File: src/common/tsi_cfg.svh
// constants for the touch controller host link: offsets, fields, resets, filter figures
// assumes one clock domain at 50 MHz and a two-wire bus resolved outside
// Overview of operation
// - filter zero passes samples; one averages three
// - filter two averages latest five samples
// - filter three: middle three of seven averaged
// - every average scaled by 4079/4095
// - seven-bit slave only, standard and fast rates
// - address low bit follows address select pin
// - acknowledge written bytes, index steps per byte
// - stretch after command bits while sampling busy
// - 010+index, repeated start, read until NACK
// - register reads end at stop; then channels
// - register reads never stretch the clock
// - channel read streams; final NACK releases interrupt
// - at most ten bytes, two per channel
// - channel order X, Y, Z1, Z2, auxiliary
// - channel read may stretch after address byte
// - word is three-bit tag plus twelve-bit value
// - unconverted or penless channels read all ones
// - readable data is the latest sequence only
// - five-bit index over seven documented registers
// - pen sets flag; status read clears it
// - low hardware reset clears control logic
`ifndef TSI_CFG_SVH
`define TSI_CFG_SVH
`define TSI_ADDR_HI 6'h24
`define TSI_RA_CTRL0 5'h00
`define TSI_RA_CTRL1 5'h01
`define TSI_RA_CTRL2 5'h02
`define TSI_RA_CTRL3 5'h03
`define TSI_RA_MASK 5'h04
`define TSI_RA_STAT 5'h05
`define TSI_RA_SRST 5'h1f
`define TSI_CTRL_RST 8'h00
`define TSI_CTRL1_RST 8'h20
`define TSI_MASK_RST 8'h00
`define TSI_STAT_PEN 7
`define TSI_STAT_BUSY 6
`define TSI_CMD_WR 3'h0
`define TSI_CMD_RD 3'h2
`define TSI_NCHAN 5
`define TSI_NWIN 7
`define TSI_AVG_A 28'h3
`define TSI_AVG_B 28'h5
`define TSI_MED_LO 3'h2
`define TSI_MED_HI 3'h4
`define TSI_K_NUM 28'hfef
`define TSI_K_DEN 28'hfff
`define TSI_INVALID 16'hffff
`define TSI_FILL 8'hff
`endif

File: src/common/tsi_pkg.sv
// types shared by the touch controller host link
// assumes the constants header is compiled alongside
package tsi_pkg;
  typedef logic [7:0] tsi_byte_t;
  typedef logic [11:0] tsi_sample_t;
  // gray codes along address, ack, receive, ack, transmit, ack
  typedef enum logic [2:0] {
    TSI_IDLE = 3'h0,
    TSI_ADDR = 3'h1,
    TSI_AACK = 3'h3,
    TSI_RX = 3'h2,
    TSI_RACK = 3'h6,
    TSI_TX = 3'h7,
    TSI_TACK = 3'h5
  } tsi_state_t;
endpackage

File: src/rtl/tsi_host_i2c.sv
// two-wire slave, register file and channel readout of the touch controller
// assumes open-drain pins resolved outside; conversion side on the same clock
`timescale 1ns/1ps
`include "tsi_cfg.svh"
module tsi_host_i2c
(
  input wire logic mclk,
  input wire logic resetn,
  input wire logic scl_in,
  output logic scl_out,
  output logic scl_oe,
  input wire logic sda_in,
  output logic sda_out,
  output logic sda_oe,
  input wire logic address_select_pin,
  output logic interrupt_request_n,
  input wire logic adc_valid,
  input wire logic [2:0] adc_channel_tag,
  input wire tsi_pkg::tsi_sample_t adc_data,
  input wire logic seq_start,
  input wire logic seq_done,
  input wire logic pen_detect,
  input wire logic pen_present,
  input wire logic sampling_busy,
  output tsi_pkg::tsi_byte_t control_word_0,
  output tsi_pkg::tsi_byte_t control_word_1,
  output tsi_pkg::tsi_byte_t control_word_2,
  output tsi_pkg::tsi_byte_t control_word_3,
  output tsi_pkg::tsi_byte_t channel_enable_mask,
  output logic cmd_valid,
  output logic [6:0] cmd_code
);
  import tsi_pkg::*;
  tsi_state_t st_r;
  logic [2:0] s1_r, s2_r;
  logic [1:0] prev_r;
  logic scl_s, sda_s, a0_s, rise, fall, start_evt, stop_evt;
  logic [3:0] bit_cnt_r;
  tsi_byte_t shift_r, tx_sr_r, tx_byte, stat_r;
  logic rw_r, first_r, mack_r, hold_r, srst_r, pen_event_flag_r, irq_r;
  logic wr_mode_r, rd_reg_mode_r;
  logic [4:0] register_index_r;
  logic rx_byte, cmd_byte, wr_data_evt, ld_tx, addr_hit, addr_rd, ld_stat, channel_tag_nack;
  logic [2:0] ch_ptr_r, cur_ch_r, ch_sel;
  logic lo_r, word_ok;
  logic [4:0] ch_valid_r;
  tsi_sample_t ch_data_r [0:`TSI_NCHAN-1];
  logic [15:0] word;
  logic f_valid;
  logic [2:0] f_channel_tag;
  tsi_sample_t f_data;

  // lowest enabled channel at or above a position; five means none left
  function automatic logic [2:0] first_en(input logic [4:0] m, input logic [2:0] from);
    logic [2:0] res;
    res = 3'h5;
    for (int i = `TSI_NCHAN-1; i >= 0; i--)
      if (m[i] && 3'(i) >= from)
        res = 3'(i);
    return res;
  endfunction

  function automatic tsi_byte_t reg_rd(input logic [4:0] idx);
    case (idx)
      `TSI_RA_CTRL0: reg_rd = control_word_0;
      `TSI_RA_CTRL1: reg_rd = control_word_1;
      `TSI_RA_CTRL2: reg_rd = control_word_2;
      `TSI_RA_CTRL3: reg_rd = control_word_3;
      `TSI_RA_MASK: reg_rd = channel_enable_mask;
      `TSI_RA_STAT: reg_rd = stat_r;
      default: reg_rd = 8'h00;
    endcase
  endfunction

  tsi_filter tsi_filter_inst
  (
    .mclk(mclk),
    .resetn(resetn),
    .in_valid(adc_valid),
    .in_channel_tag(adc_channel_tag),
    .in_data(adc_data),
    .filt_sel(control_word_1[1:0]),
    .out_valid(f_valid),
    .out_channel_tag(f_channel_tag),
    .out_data(f_data)
  );

  // pins pass two flops; bit 0 scl, bit 1 sda, bit 2 address select
  always_ff @(posedge mclk or negedge resetn)
    if (!resetn)
    begin
      s1_r <= 3'h3;
      s2_r <= 3'h3;
      prev_r <= 2'h3;
    end
    else
    begin
      s1_r <= {address_select_pin, sda_in, scl_in};
      s2_r <= s1_r;
      prev_r <= s2_r[1:0];
    end

  // bus events from the synchronised levels
  assign scl_s = s2_r[0];
  assign sda_s = s2_r[1];
  assign a0_s = s2_r[2];
  assign rise = scl_s && !prev_r[0];
  assign fall = !scl_s && prev_r[0];
  assign start_evt = scl_s && prev_r[0] && !sda_s && prev_r[1];
  assign stop_evt = scl_s && prev_r[0] && sda_s && !prev_r[1];
  assign addr_hit = shift_r[7:1] == {`TSI_ADDR_HI, a0_s};
  assign addr_rd = fall && st_r == TSI_ADDR && bit_cnt_r == 4'h8 && addr_hit && shift_r[0];
  assign rx_byte = fall && st_r == TSI_RX && bit_cnt_r == 4'h8;
  assign cmd_byte = rx_byte && first_r;
  assign wr_data_evt = rx_byte && !first_r && wr_mode_r;
  assign ld_tx = fall && ((st_r == TSI_AACK && rw_r) || (st_r == TSI_TACK && mack_r));
  assign ld_stat = ld_tx && rd_reg_mode_r && register_index_r == `TSI_RA_STAT;
  assign channel_tag_nack = fall && st_r == TSI_TACK && !mack_r && !rd_reg_mode_r;
  assign stat_r = {pen_event_flag_r, sampling_busy, 6'h00};

  always_comb
  begin
    ch_sel = lo_r ? cur_ch_r : first_en(channel_enable_mask[4:0],
      (st_r == TSI_AACK) ? 3'h0 : ch_ptr_r);
    word_ok = ch_sel < 3'(`TSI_NCHAN) && ch_valid_r[ch_sel];
    word = word_ok ? {1'b0, ch_sel, ch_data_r[ch_sel]} : `TSI_INVALID;
    if (rd_reg_mode_r)
      tx_byte = reg_rd(register_index_r);
    else if (ch_sel >= 3'(`TSI_NCHAN))
      tx_byte = `TSI_FILL;
    else
      tx_byte = lo_r ? word[7:0] : word[15:8];
  end

  // byte framing: addresses, acks and shifting on scl edges
  always_ff @(posedge mclk or negedge resetn)
    if (!resetn)
    begin
      st_r <= TSI_IDLE;
      bit_cnt_r <= 4'h0;
      shift_r <= 8'h00;
      tx_sr_r <= 8'h00;
      sda_oe <= 1'b0;
      rw_r <= 1'b0;
      first_r <= 1'b0;
      mack_r <= 1'b0;
    end
    else if (stop_evt)
    begin
      st_r <= TSI_IDLE;
      sda_oe <= 1'b0;
    end
    else if (start_evt)
    begin
      st_r <= TSI_ADDR;
      bit_cnt_r <= 4'h0;
      sda_oe <= 1'b0;
    end
    else
    begin
      if (rise)
      begin
        shift_r <= {shift_r[6:0], sda_s};
        if (st_r == TSI_ADDR || st_r == TSI_RX)
          bit_cnt_r <= bit_cnt_r + 4'h1;
        if (st_r == TSI_TACK)
          mack_r <= !sda_s;
      end
      if (fall)
        case (st_r)
          TSI_ADDR:
            if (bit_cnt_r == 4'h8)
            begin
              st_r <= addr_hit ? TSI_AACK : TSI_IDLE;
              sda_oe <= addr_hit;
              rw_r <= shift_r[0];
              bit_cnt_r <= 4'h0;
            end
          TSI_AACK:
            if (rw_r)
            begin
              st_r <= TSI_TX;
              tx_sr_r <= tx_byte;
              sda_oe <= !tx_byte[7];
              bit_cnt_r <= 4'h1;
            end
            else
            begin
              st_r <= TSI_RX;
              sda_oe <= 1'b0;
              first_r <= 1'b1;
            end
          TSI_RX:
            if (bit_cnt_r == 4'h8)
            begin
              st_r <= TSI_RACK;
              sda_oe <= 1'b1;
              bit_cnt_r <= 4'h0;
            end
          TSI_RACK:
          begin
            st_r <= TSI_RX;
            sda_oe <= 1'b0;
            first_r <= 1'b0;
          end
          TSI_TX:
            if (bit_cnt_r == 4'h8)
            begin
              st_r <= TSI_TACK;
              sda_oe <= 1'b0;
            end
            else
            begin
              tx_sr_r <= {tx_sr_r[6:0], 1'b0};
              sda_oe <= !tx_sr_r[6];
              bit_cnt_r <= bit_cnt_r + 4'h1;
            end
          TSI_TACK:
            if (mack_r)
            begin
              // next byte while the host acknowledges
              st_r <= TSI_TX;
              tx_sr_r <= tx_byte;
              sda_oe <= !tx_byte[7];
              bit_cnt_r <= 4'h1;
            end
            else
              st_r <= TSI_IDLE;
          default: st_r <= TSI_IDLE;
        endcase
    end

  // index, transfer mode and register writes
  always_ff @(posedge mclk or negedge resetn)
    if (!resetn)
    begin
      register_index_r <= 5'h00;
      wr_mode_r <= 1'b0;
      rd_reg_mode_r <= 1'b0;
      srst_r <= 1'b0;
      control_word_0 <= `TSI_CTRL_RST;
      control_word_1 <= `TSI_CTRL1_RST;
      control_word_2 <= `TSI_CTRL_RST;
      control_word_3 <= `TSI_CTRL_RST;
      channel_enable_mask <= `TSI_MASK_RST;
    end
    else
    begin
      srst_r <= wr_data_evt && register_index_r == `TSI_RA_SRST;
      if (stop_evt)
        rd_reg_mode_r <= 1'b0;
      if (start_evt)
        wr_mode_r <= 1'b0;
      if (cmd_byte && shift_r[7:5] == `TSI_CMD_WR)
        wr_mode_r <= 1'b1;
      if (cmd_byte && shift_r[7:5] == `TSI_CMD_RD)
        rd_reg_mode_r <= 1'b1;
      if (cmd_byte && !shift_r[7])
        register_index_r <= shift_r[4:0];
      else if (wr_data_evt || (ld_tx && rd_reg_mode_r))
        register_index_r <= register_index_r + 5'h01;
      if (srst_r)
      begin
        control_word_0 <= `TSI_CTRL_RST;
        control_word_1 <= `TSI_CTRL1_RST;
        control_word_2 <= `TSI_CTRL_RST;
        control_word_3 <= `TSI_CTRL_RST;
        channel_enable_mask <= `TSI_MASK_RST;
      end
      else if (wr_data_evt)
        case (register_index_r)
          `TSI_RA_CTRL0: control_word_0 <= shift_r;
          `TSI_RA_CTRL1: control_word_1 <= shift_r;
          `TSI_RA_CTRL2: control_word_2 <= shift_r;
          `TSI_RA_CTRL3: control_word_3 <= shift_r;
          `TSI_RA_MASK: channel_enable_mask <= shift_r;
          default: ;
        endcase
    end

  always_ff @(posedge mclk or negedge resetn)
    if (!resetn)
    begin
      cmd_valid <= 1'b0;
      cmd_code <= 7'h00;
    end
    else
    begin
      cmd_valid <= cmd_byte && shift_r[7];
      if (cmd_byte && shift_r[7])
        cmd_code <= shift_r[6:0];
    end

  // clock stretch while sampling is busy
  // register reads are exempt so a status poll never stalls the bus
  always_ff @(posedge mclk or negedge resetn)
    if (!resetn)
      hold_r <= 1'b0;
    else if (!sampling_busy)
      hold_r <= 1'b0;
    else if ((addr_rd || rx_byte) && !rd_reg_mode_r &&
      !(cmd_byte && shift_r[7:5] == `TSI_CMD_RD))
      hold_r <= 1'b1;

  // open-drain pins only ever pull low
  assign scl_oe = hold_r;
  assign scl_out = 1'b0;
  assign sda_out = 1'b0;

  always_ff @(posedge mclk or negedge resetn)
    if (!resetn)
    begin
      ch_ptr_r <= 3'h0;
      cur_ch_r <= 3'h0;
      lo_r <= 1'b0;
    end
    else if (ld_tx && !rd_reg_mode_r)
    begin
      lo_r <= !lo_r && ch_sel < 3'(`TSI_NCHAN);
      cur_ch_r <= ch_sel;
      if (lo_r)
        ch_ptr_r <= cur_ch_r + 3'h1;
    end
    else if (addr_rd)
      lo_r <= 1'b0;

  // results of the latest sequence only
  always_ff @(posedge mclk or negedge resetn)
    if (!resetn)
    begin
      ch_valid_r <= 5'h00;
      for (int c = 0; c < `TSI_NCHAN; c++)
        ch_data_r[c] <= 12'h000;
    end
    else
    begin
      if (seq_start || srst_r)
        ch_valid_r <= 5'h00;
      if (f_valid && f_channel_tag < 3'(`TSI_NCHAN))
      begin
        ch_data_r[f_channel_tag] <= f_data;
        ch_valid_r[f_channel_tag] <= pen_present;
      end
    end

  // pen flag and interrupt; a new event beats the clear
  always_ff @(posedge mclk or negedge resetn)
    if (!resetn)
    begin
      pen_event_flag_r <= 1'b0;
      irq_r <= 1'b0;
    end
    else
    begin
      if (pen_detect)
        pen_event_flag_r <= 1'b1;
      else if (ld_stat || srst_r)
        pen_event_flag_r <= 1'b0;
      if (pen_detect || seq_done)
        irq_r <= 1'b1;
      else if (ld_stat || channel_tag_nack || srst_r)
        irq_r <= 1'b0;
    end
  assign interrupt_request_n = !irq_r;

  property p_ack;
    @(posedge mclk) disable iff (!resetn)
    st_r == TSI_AACK || st_r == TSI_RACK |-> sda_oe;
  endproperty
  a_ack: assert property (p_ack) else $error("acknowledge not driven");

  property p_idx;
    @(posedge mclk) disable iff (!resetn)
    wr_data_evt |=> register_index_r == $past(register_index_r) + 5'h01;
  endproperty
  a_idx: assert property (p_idx) else $error("index did not advance");

  property p_stop;
    @(posedge mclk) disable iff (!resetn)
    stop_evt |=> !rd_reg_mode_r;
  endproperty
  a_stop: assert property (p_stop) else $error("register read outlived stop");

  property p_nostretch;
    @(posedge mclk) disable iff (!resetn)
    rd_reg_mode_r && !$past(hold_r) |-> !scl_oe;
  endproperty
  a_nostretch: assert property (p_nostretch) else $error("stretch in register read");

  property p_invalid;
    @(posedge mclk) disable iff (!resetn)
    ld_tx && !rd_reg_mode_r && !word_ok |=> tx_sr_r == `TSI_FILL;
  endproperty
  a_invalid: assert property (p_invalid) else $error("invalid word not all ones");

  property p_seq;
    @(posedge mclk) disable iff (!resetn)
    seq_start && !f_valid |=> ch_valid_r == 5'h00;
  endproperty
  a_seq: assert property (p_seq) else $error("stale channel data kept");

  property p_pen;
    @(posedge mclk) disable iff (!resetn)
    pen_detect |=> pen_event_flag_r && !interrupt_request_n;
  endproperty
  a_pen: assert property (p_pen) else $error("pen event lost");

  property p_statclr;
    @(posedge mclk) disable iff (!resetn)
    ld_stat && !pen_detect |=> !pen_event_flag_r;
  endproperty
  a_statclr: assert property (p_statclr) else $error("status read kept pen flag");
endmodule

File: src/rtl/tsi_filter.sv
// per-channel averaging and median filter on raw conversion samples
// assumes samples arrive on mclk with a channel number below five
`timescale 1ns/1ps
`include "tsi_cfg.svh"
module tsi_filter
(
  input wire logic mclk,
  input wire logic resetn,
  input wire logic in_valid,
  input wire logic [2:0] in_channel_tag,
  input wire tsi_pkg::tsi_sample_t in_data,
  input wire logic [1:0] filt_sel,
  output logic out_valid,
  output logic [2:0] out_channel_tag,
  output tsi_pkg::tsi_sample_t out_data
);
  import tsi_pkg::*;
  tsi_sample_t hist_r [0:`TSI_NCHAN-1][0:`TSI_NWIN-2];
  tsi_sample_t win [0:`TSI_NWIN-1];
  logic [27:0] mid_part [0:`TSI_NWIN-1];
  logic [27:0] sum3, sum5, summid, num, den, prod, den_k, quo;
  logic [2:0] ch;
  tsi_sample_t res, k_exp;

  // window: newest sample and six older ones of the same channel
  always_comb
  begin
    ch = (in_channel_tag < 3'(`TSI_NCHAN)) ? in_channel_tag : 3'h0;
    win[0] = in_data;
    for (int k = 1; k < `TSI_NWIN; k++)
      win[k] = hist_r[ch][k-1];
  end

  // rank sort
  // rank by counting smaller entries; ties broken by position
  generate
    for (genvar i = 0; i < `TSI_NWIN; i++)
    begin : g_rank
      logic [2:0] r;
      always_comb
      begin
        r = 3'h0;
        for (int j = 0; j < `TSI_NWIN; j++)
          if (j != i && (win[j] < win[i] || (win[j] == win[i] && j < i)))
            r = r + 3'h1;
      end
      assign mid_part[i] = (r >= `TSI_MED_LO && r <= `TSI_MED_HI) ? 28'(win[i]) : 28'h0;
    end
  endgenerate

  always_comb
  begin
    sum3 = 28'(win[0]) + 28'(win[1]) + 28'(win[2]);
    sum5 = sum3 + 28'(win[3]) + 28'(win[4]);
    summid = 28'h0;
    for (int k = 0; k < `TSI_NWIN; k++)
      summid = summid + mid_part[k];
  end

  // scaled mean
  // constant divide kept combinational; the sample rate leaves a full cycle for it
  always_comb
  begin
    case (filt_sel)
      2'h1:
      begin
        num = sum3;
        den = `TSI_AVG_A;
      end
      2'h2:
      begin
        num = sum5;
        den = `TSI_AVG_B;
      end
      2'h3:
      begin
        num = summid;
        den = `TSI_AVG_A;
      end
      default:
      begin
        num = 28'(in_data);
        den = 28'h1;
      end
    endcase
    prod = num * `TSI_K_NUM;
    den_k = den * `TSI_K_DEN;
    quo = prod / den_k;
    res = (filt_sel == 2'h0) ? in_data : quo[11:0];
    quo = (28'(in_data) * `TSI_K_NUM) / `TSI_K_DEN;
    k_exp = quo[11:0];
  end

  // history shift, one lane per channel
  always_ff @(posedge mclk or negedge resetn)
    if (!resetn)
    begin
      for (int c = 0; c < `TSI_NCHAN; c++)
        for (int k = 0; k < `TSI_NWIN-1; k++)
          hist_r[c][k] <= 12'h000;
    end
    else if (in_valid)
    begin
      hist_r[ch][0] <= in_data;
      for (int k = 1; k < `TSI_NWIN-1; k++)
        hist_r[ch][k] <= hist_r[ch][k-1];
    end

  // registered result
  always_ff @(posedge mclk or negedge resetn)
    if (!resetn)
    begin
      out_valid <= 1'b0;
      out_channel_tag <= 3'h0;
      out_data <= 12'h000;
    end
    else
    begin
      out_valid <= in_valid;
      if (in_valid)
      begin
        out_channel_tag <= ch;
        out_data <= res;
      end
    end

  property p_pass;
    @(posedge mclk) disable iff (!resetn)
    in_valid && filt_sel == 2'h0 |=> out_valid && out_data == $past(in_data);
  endproperty
  a_pass: assert property (p_pass) else $error("unfiltered sample altered");

  property p_scale;
    @(posedge mclk) disable iff (!resetn)
    in_valid && filt_sel == 2'h1 && win[1] == in_data && win[2] == in_data
      |=> out_data == $past(k_exp);
  endproperty
  a_scale: assert property (p_scale) else $error("mean not scaled by filter constant");
endmodule

File: config.mk
export PLATFORM = sky130hd
export DESIGN_NAME = tsi_host_i2c
export DESIGN_NICKNAME = d
export VERILOG_FILES = /design/src/common/tsi_pkg.sv /design/src/rtl/tsi_host_i2c.sv /design/src/rtl/tsi_filter.sv
export VERILOG_INCLUDE_DIRS = /design/src /design/src/common
export SDC_FILE = /design/constraint.sdc
export NUM_CORES = 2
export LEC_CHECK = 0
export BUFFER_PORTS_ARGS = -buffer_cell sky130_fd_sc_hd__buf_2
export CAP_MARGIN = 20
export CORE_UTILIZATION = 65
export DETAILED_ROUTE_END_ITERATION = 16
export HOLD_SLACK_MARGIN = 0.15
export PLACE_DENSITY = 0.82
export SETUP_SLACK_MARGIN = 0.05
export SYNTH_ARGS = -nofsm -noshare
export SYNTH_HDL_FRONTEND = slang
export SYNTH_SLANG_ARGS = --single-unit
File: constraint.sdc
create_clock -name mclk -period 93.8 [get_ports mclk]
set_input_delay 4.69 -clock mclk [delete_from_list [all_inputs] [get_ports mclk]]
set_output_delay 4.69 -clock mclk [all_outputs]
set_load 0.05 [all_outputs]
==> flow_summary.yaml <==
floorplanning:
  die_w_um: 296
  design.portCount: 79
  die_area_um2: 87800
  dieHeight_um: 296
  core_um2: 85500
  initial_utilization: 0.658
  rows: 107
global_routing:
  grt_overflow_total: 0
  grt_pass1_vias: 48800
  grt_max_degree: 127
  track_usage: 0.370
  grt_pass1_wl_mm: 262
  antenna_found_initial: 4
logic_synthesis:
  syn-instance-count: 6772
  synth_edf_count: 0
  synth-async-reset-ratio: 1.00
  synth_seq_cells: 541
  seq_area_frac_synth: 0.241
  synth_area_per_cell_um2: 8.31
  synth_area_um2: 56300
  ys_types: 129
  ys_warn_count: 0
  synth_flop_cell: "dfrtp_1"
hold_path:
  hold_end: "s2_r[0]"
  hp-class: "flop to flop"
  whs_path_depth: 0
  hold_start: "s1_r[0]"
detailed_routing:
  via_count: 51800
  drt-vias-per-instance: 6.44
  ant_nets: 0
  drc: 0
  wirelength_mm: 165
  drt_pass1_iterations: 9
  wl_per_cell_um: 20.5
  drt_iter0_drc: 5095
setup_path:
  cpMaxStageDelayCell: "a21oi_1"
  path_common_cell: "ha_1"
  required_ns: 94.32
  r2r_setup_slack_ns: 30.87
  worst_path_largest_cell_delay_ns: 0.93
  r2r.worst_path.cells: 257
  endpoint_kind: "flop"
  timing.rr.end: "tsi_filter_inst.out_data[0]"
  path_class: "input pin to flop"
  crit-reg2reg-launch: "tsi_filter_inst.hist_r[281]"
  startpoint_type: "input pin"
  path_max_fanout: 45
  worstPathArrival_ns: 68.79
clocking:
  postCtsSetupBuffers: 0
  cts-root-buf: "clkbuf_16"
  clock_sinks: 541
  cts_tree: "done"
  cts_buffers: 49
  htreeDepth: 2
  clockBufferDepth: 3
  clk_latency_ns: 0.62
  cts_resized: 0
  holdBufCountCts: 0
  path_clk_slew_ns: 0.07
cells_and_area:
  fillCellCount: 6779
  nets: 7689
  layout_common_cells: "nand2_1 (817), nor2_1 (679), ha_1 (636)"
  layout-drive-gt1-share: 0.0810
  area_delta_synth_final_pct: 6.78
  regArea_um2: 13500
  final_common_cell: "nand2_1"
  multi_input_area_um2: 40700
status:
  status: "completed"
timing:
  hold_violations: 0
  setup_ws_ns: 25.53
  finalCritPeriodShare: 0.728
  tns_ns: 0
  fin_crit_ns: 68.27
  fmax_mhz: 14.6
  slew_headroom: 0.206
  drv_slew: 0
  rsz0062_at_grt: "false"
  setup_viol_count_final: 0
  skew_ns: 0.0340
  tightestPinTransition_ns: 1.19
placed_design:
  gp_congestion: 1.01
  post-place-ws_ns: 25.37
  io_buffers: 76
  hpwlAfterDp_mm: 124
job:
  cap_viol_max_count: 0
[metrics by stage]
step | utilization | cell area, um2 | instances | hold WS (ns)
after global placement | 0.683 | 58400 | 7954 | 0.339
after detailed placement | 0.683 | 58400 | 7954 | 0.346
after floorplan | - | 56800 | 6911 | 0.331
after CTS | 0.702 | 60000 | 8041 | 0.358
final | 0.703 | 60100 | 8048 | 0.355
after global routing | 0.703 | 60100 | 8047 | 0.363
[how the worst max path moves through the flow]
| stage | slack [ns] | endpoint | from | depth (start not counted) |
|---|---|---|---|---|
| global placement | 27.44 | tsi_filter_inst.out_data[0] | adc_channel_tag[0] | 256 |
| finish | 25.53 | tsi_filter_inst.out_data[0] | adc_channel_tag[0] | 259 |
| detailed placement | 25.37 | tsi_filter_inst.out_data[0] | adc_channel_tag[0] | 257 |
| floorplan | 35.59 | tsi_filter_inst.out_data[0] | adc_channel_tag[2] | 282 |
| CTS | 25.80 | tsi_filter_inst.out_data[0] | adc_channel_tag[0] | 258 |
| global route | 20.98 | tsi_filter_inst.out_data[0] | adc_channel_tag[0] | 258 |
[flip-flops by register name, summed over array words and instances, names as in the netlist, 4 cells and up]
name / cells
tsi_filter_inst.hist_r: 360
ch_data_r: 60
tsi_filter_inst.out_data: 12
channel_enable_mask: 8
control_word_0: 8
control_word_1: 8
control_word_2: 8
control_word_3: 8
shift_r: 8
cmd_code: 7
tx_sr_r: 7
ch_valid_r: 5
register_index_r: 5
bit_cnt_r: 4
[layout make-up]
cell class	count	area share
tap	1144	0.0238
clock buffer	74	0.0235
timing repair buffer	177	0.0201
multi-input combinational	5673	0.678
clock inverter	13	0.00316
antenna	1	0.0000416
sequential	541	0.225
inverter	425	0.0265
[metal layers]
metal,vias up,track usage,share of wire
met5,-,0,0.00022
met4,6,0.105,0.032
met3,419,0.0631,0.097
met2,2532,0.586,0.44
met1,24700,0.521,0.43
li1,24200,-,-
[cells by family after synthesis]
kind of cell / after synthesis / synth area share
muxes: 331 / 0.0653
other: 1 / 0.0000666
xor gates and xnor gates: 324 / 0.0507
adders and majority gates: 798 / 0.199
DFF: 541 / 0.241
buffers and inverters: 697 / 0.0474
and+or+nand+nor: 2279 / 0.188
AOI/OAI and AO/OA: 1801 / 0.209
[synthesized netlist by cell type (88+ instances only)]
| cell | count | area [um2] |
|---|---|---|
| a21o_1 | 183 | 1370 |
| a21oi_1 | 354 | 1770 |
| clkbuf_1 | 209 | 785 |
| dfrtp_1 | 534 | 13400 |
| fa_1 | 160 | 3200 |
| ha_1 | 636 | 7960 |
| inv_1 | 423 | 1590 |
| mux2_2 | 142 | 1600 |
| mux2i_1 | 168 | 1680 |
| nand2_1 | 820 | 3080 |
| nand3_1 | 106 | 531 |
| nand4_1 | 99 | 619 |
| nor2_1 | 680 | 2550 |
| nor2b_1 | 99 | 619 |
| nor3_1 | 88 | 440 |
| o21ai_0 | 584 | 2920 |
| xnor2_1 | 206 | 1800 |
| xor2_1 | 117 | 1020 |
[worst max-delay path, delay by kind of cell]
family	cells	cell delay, ns
xor gates and xnor gates	8	1.90
AOI/OAI and AO/OA	70	19.96
adders and majority gates	33	11.56
and+or+nand+nor	112	22.76
muxes	10	3.16
buffers and inverters	26	4.59
Power is left out: the tool's default activity adds up to more than one toggle a clock period on the data nets, which glitch-free logic cannot reach.
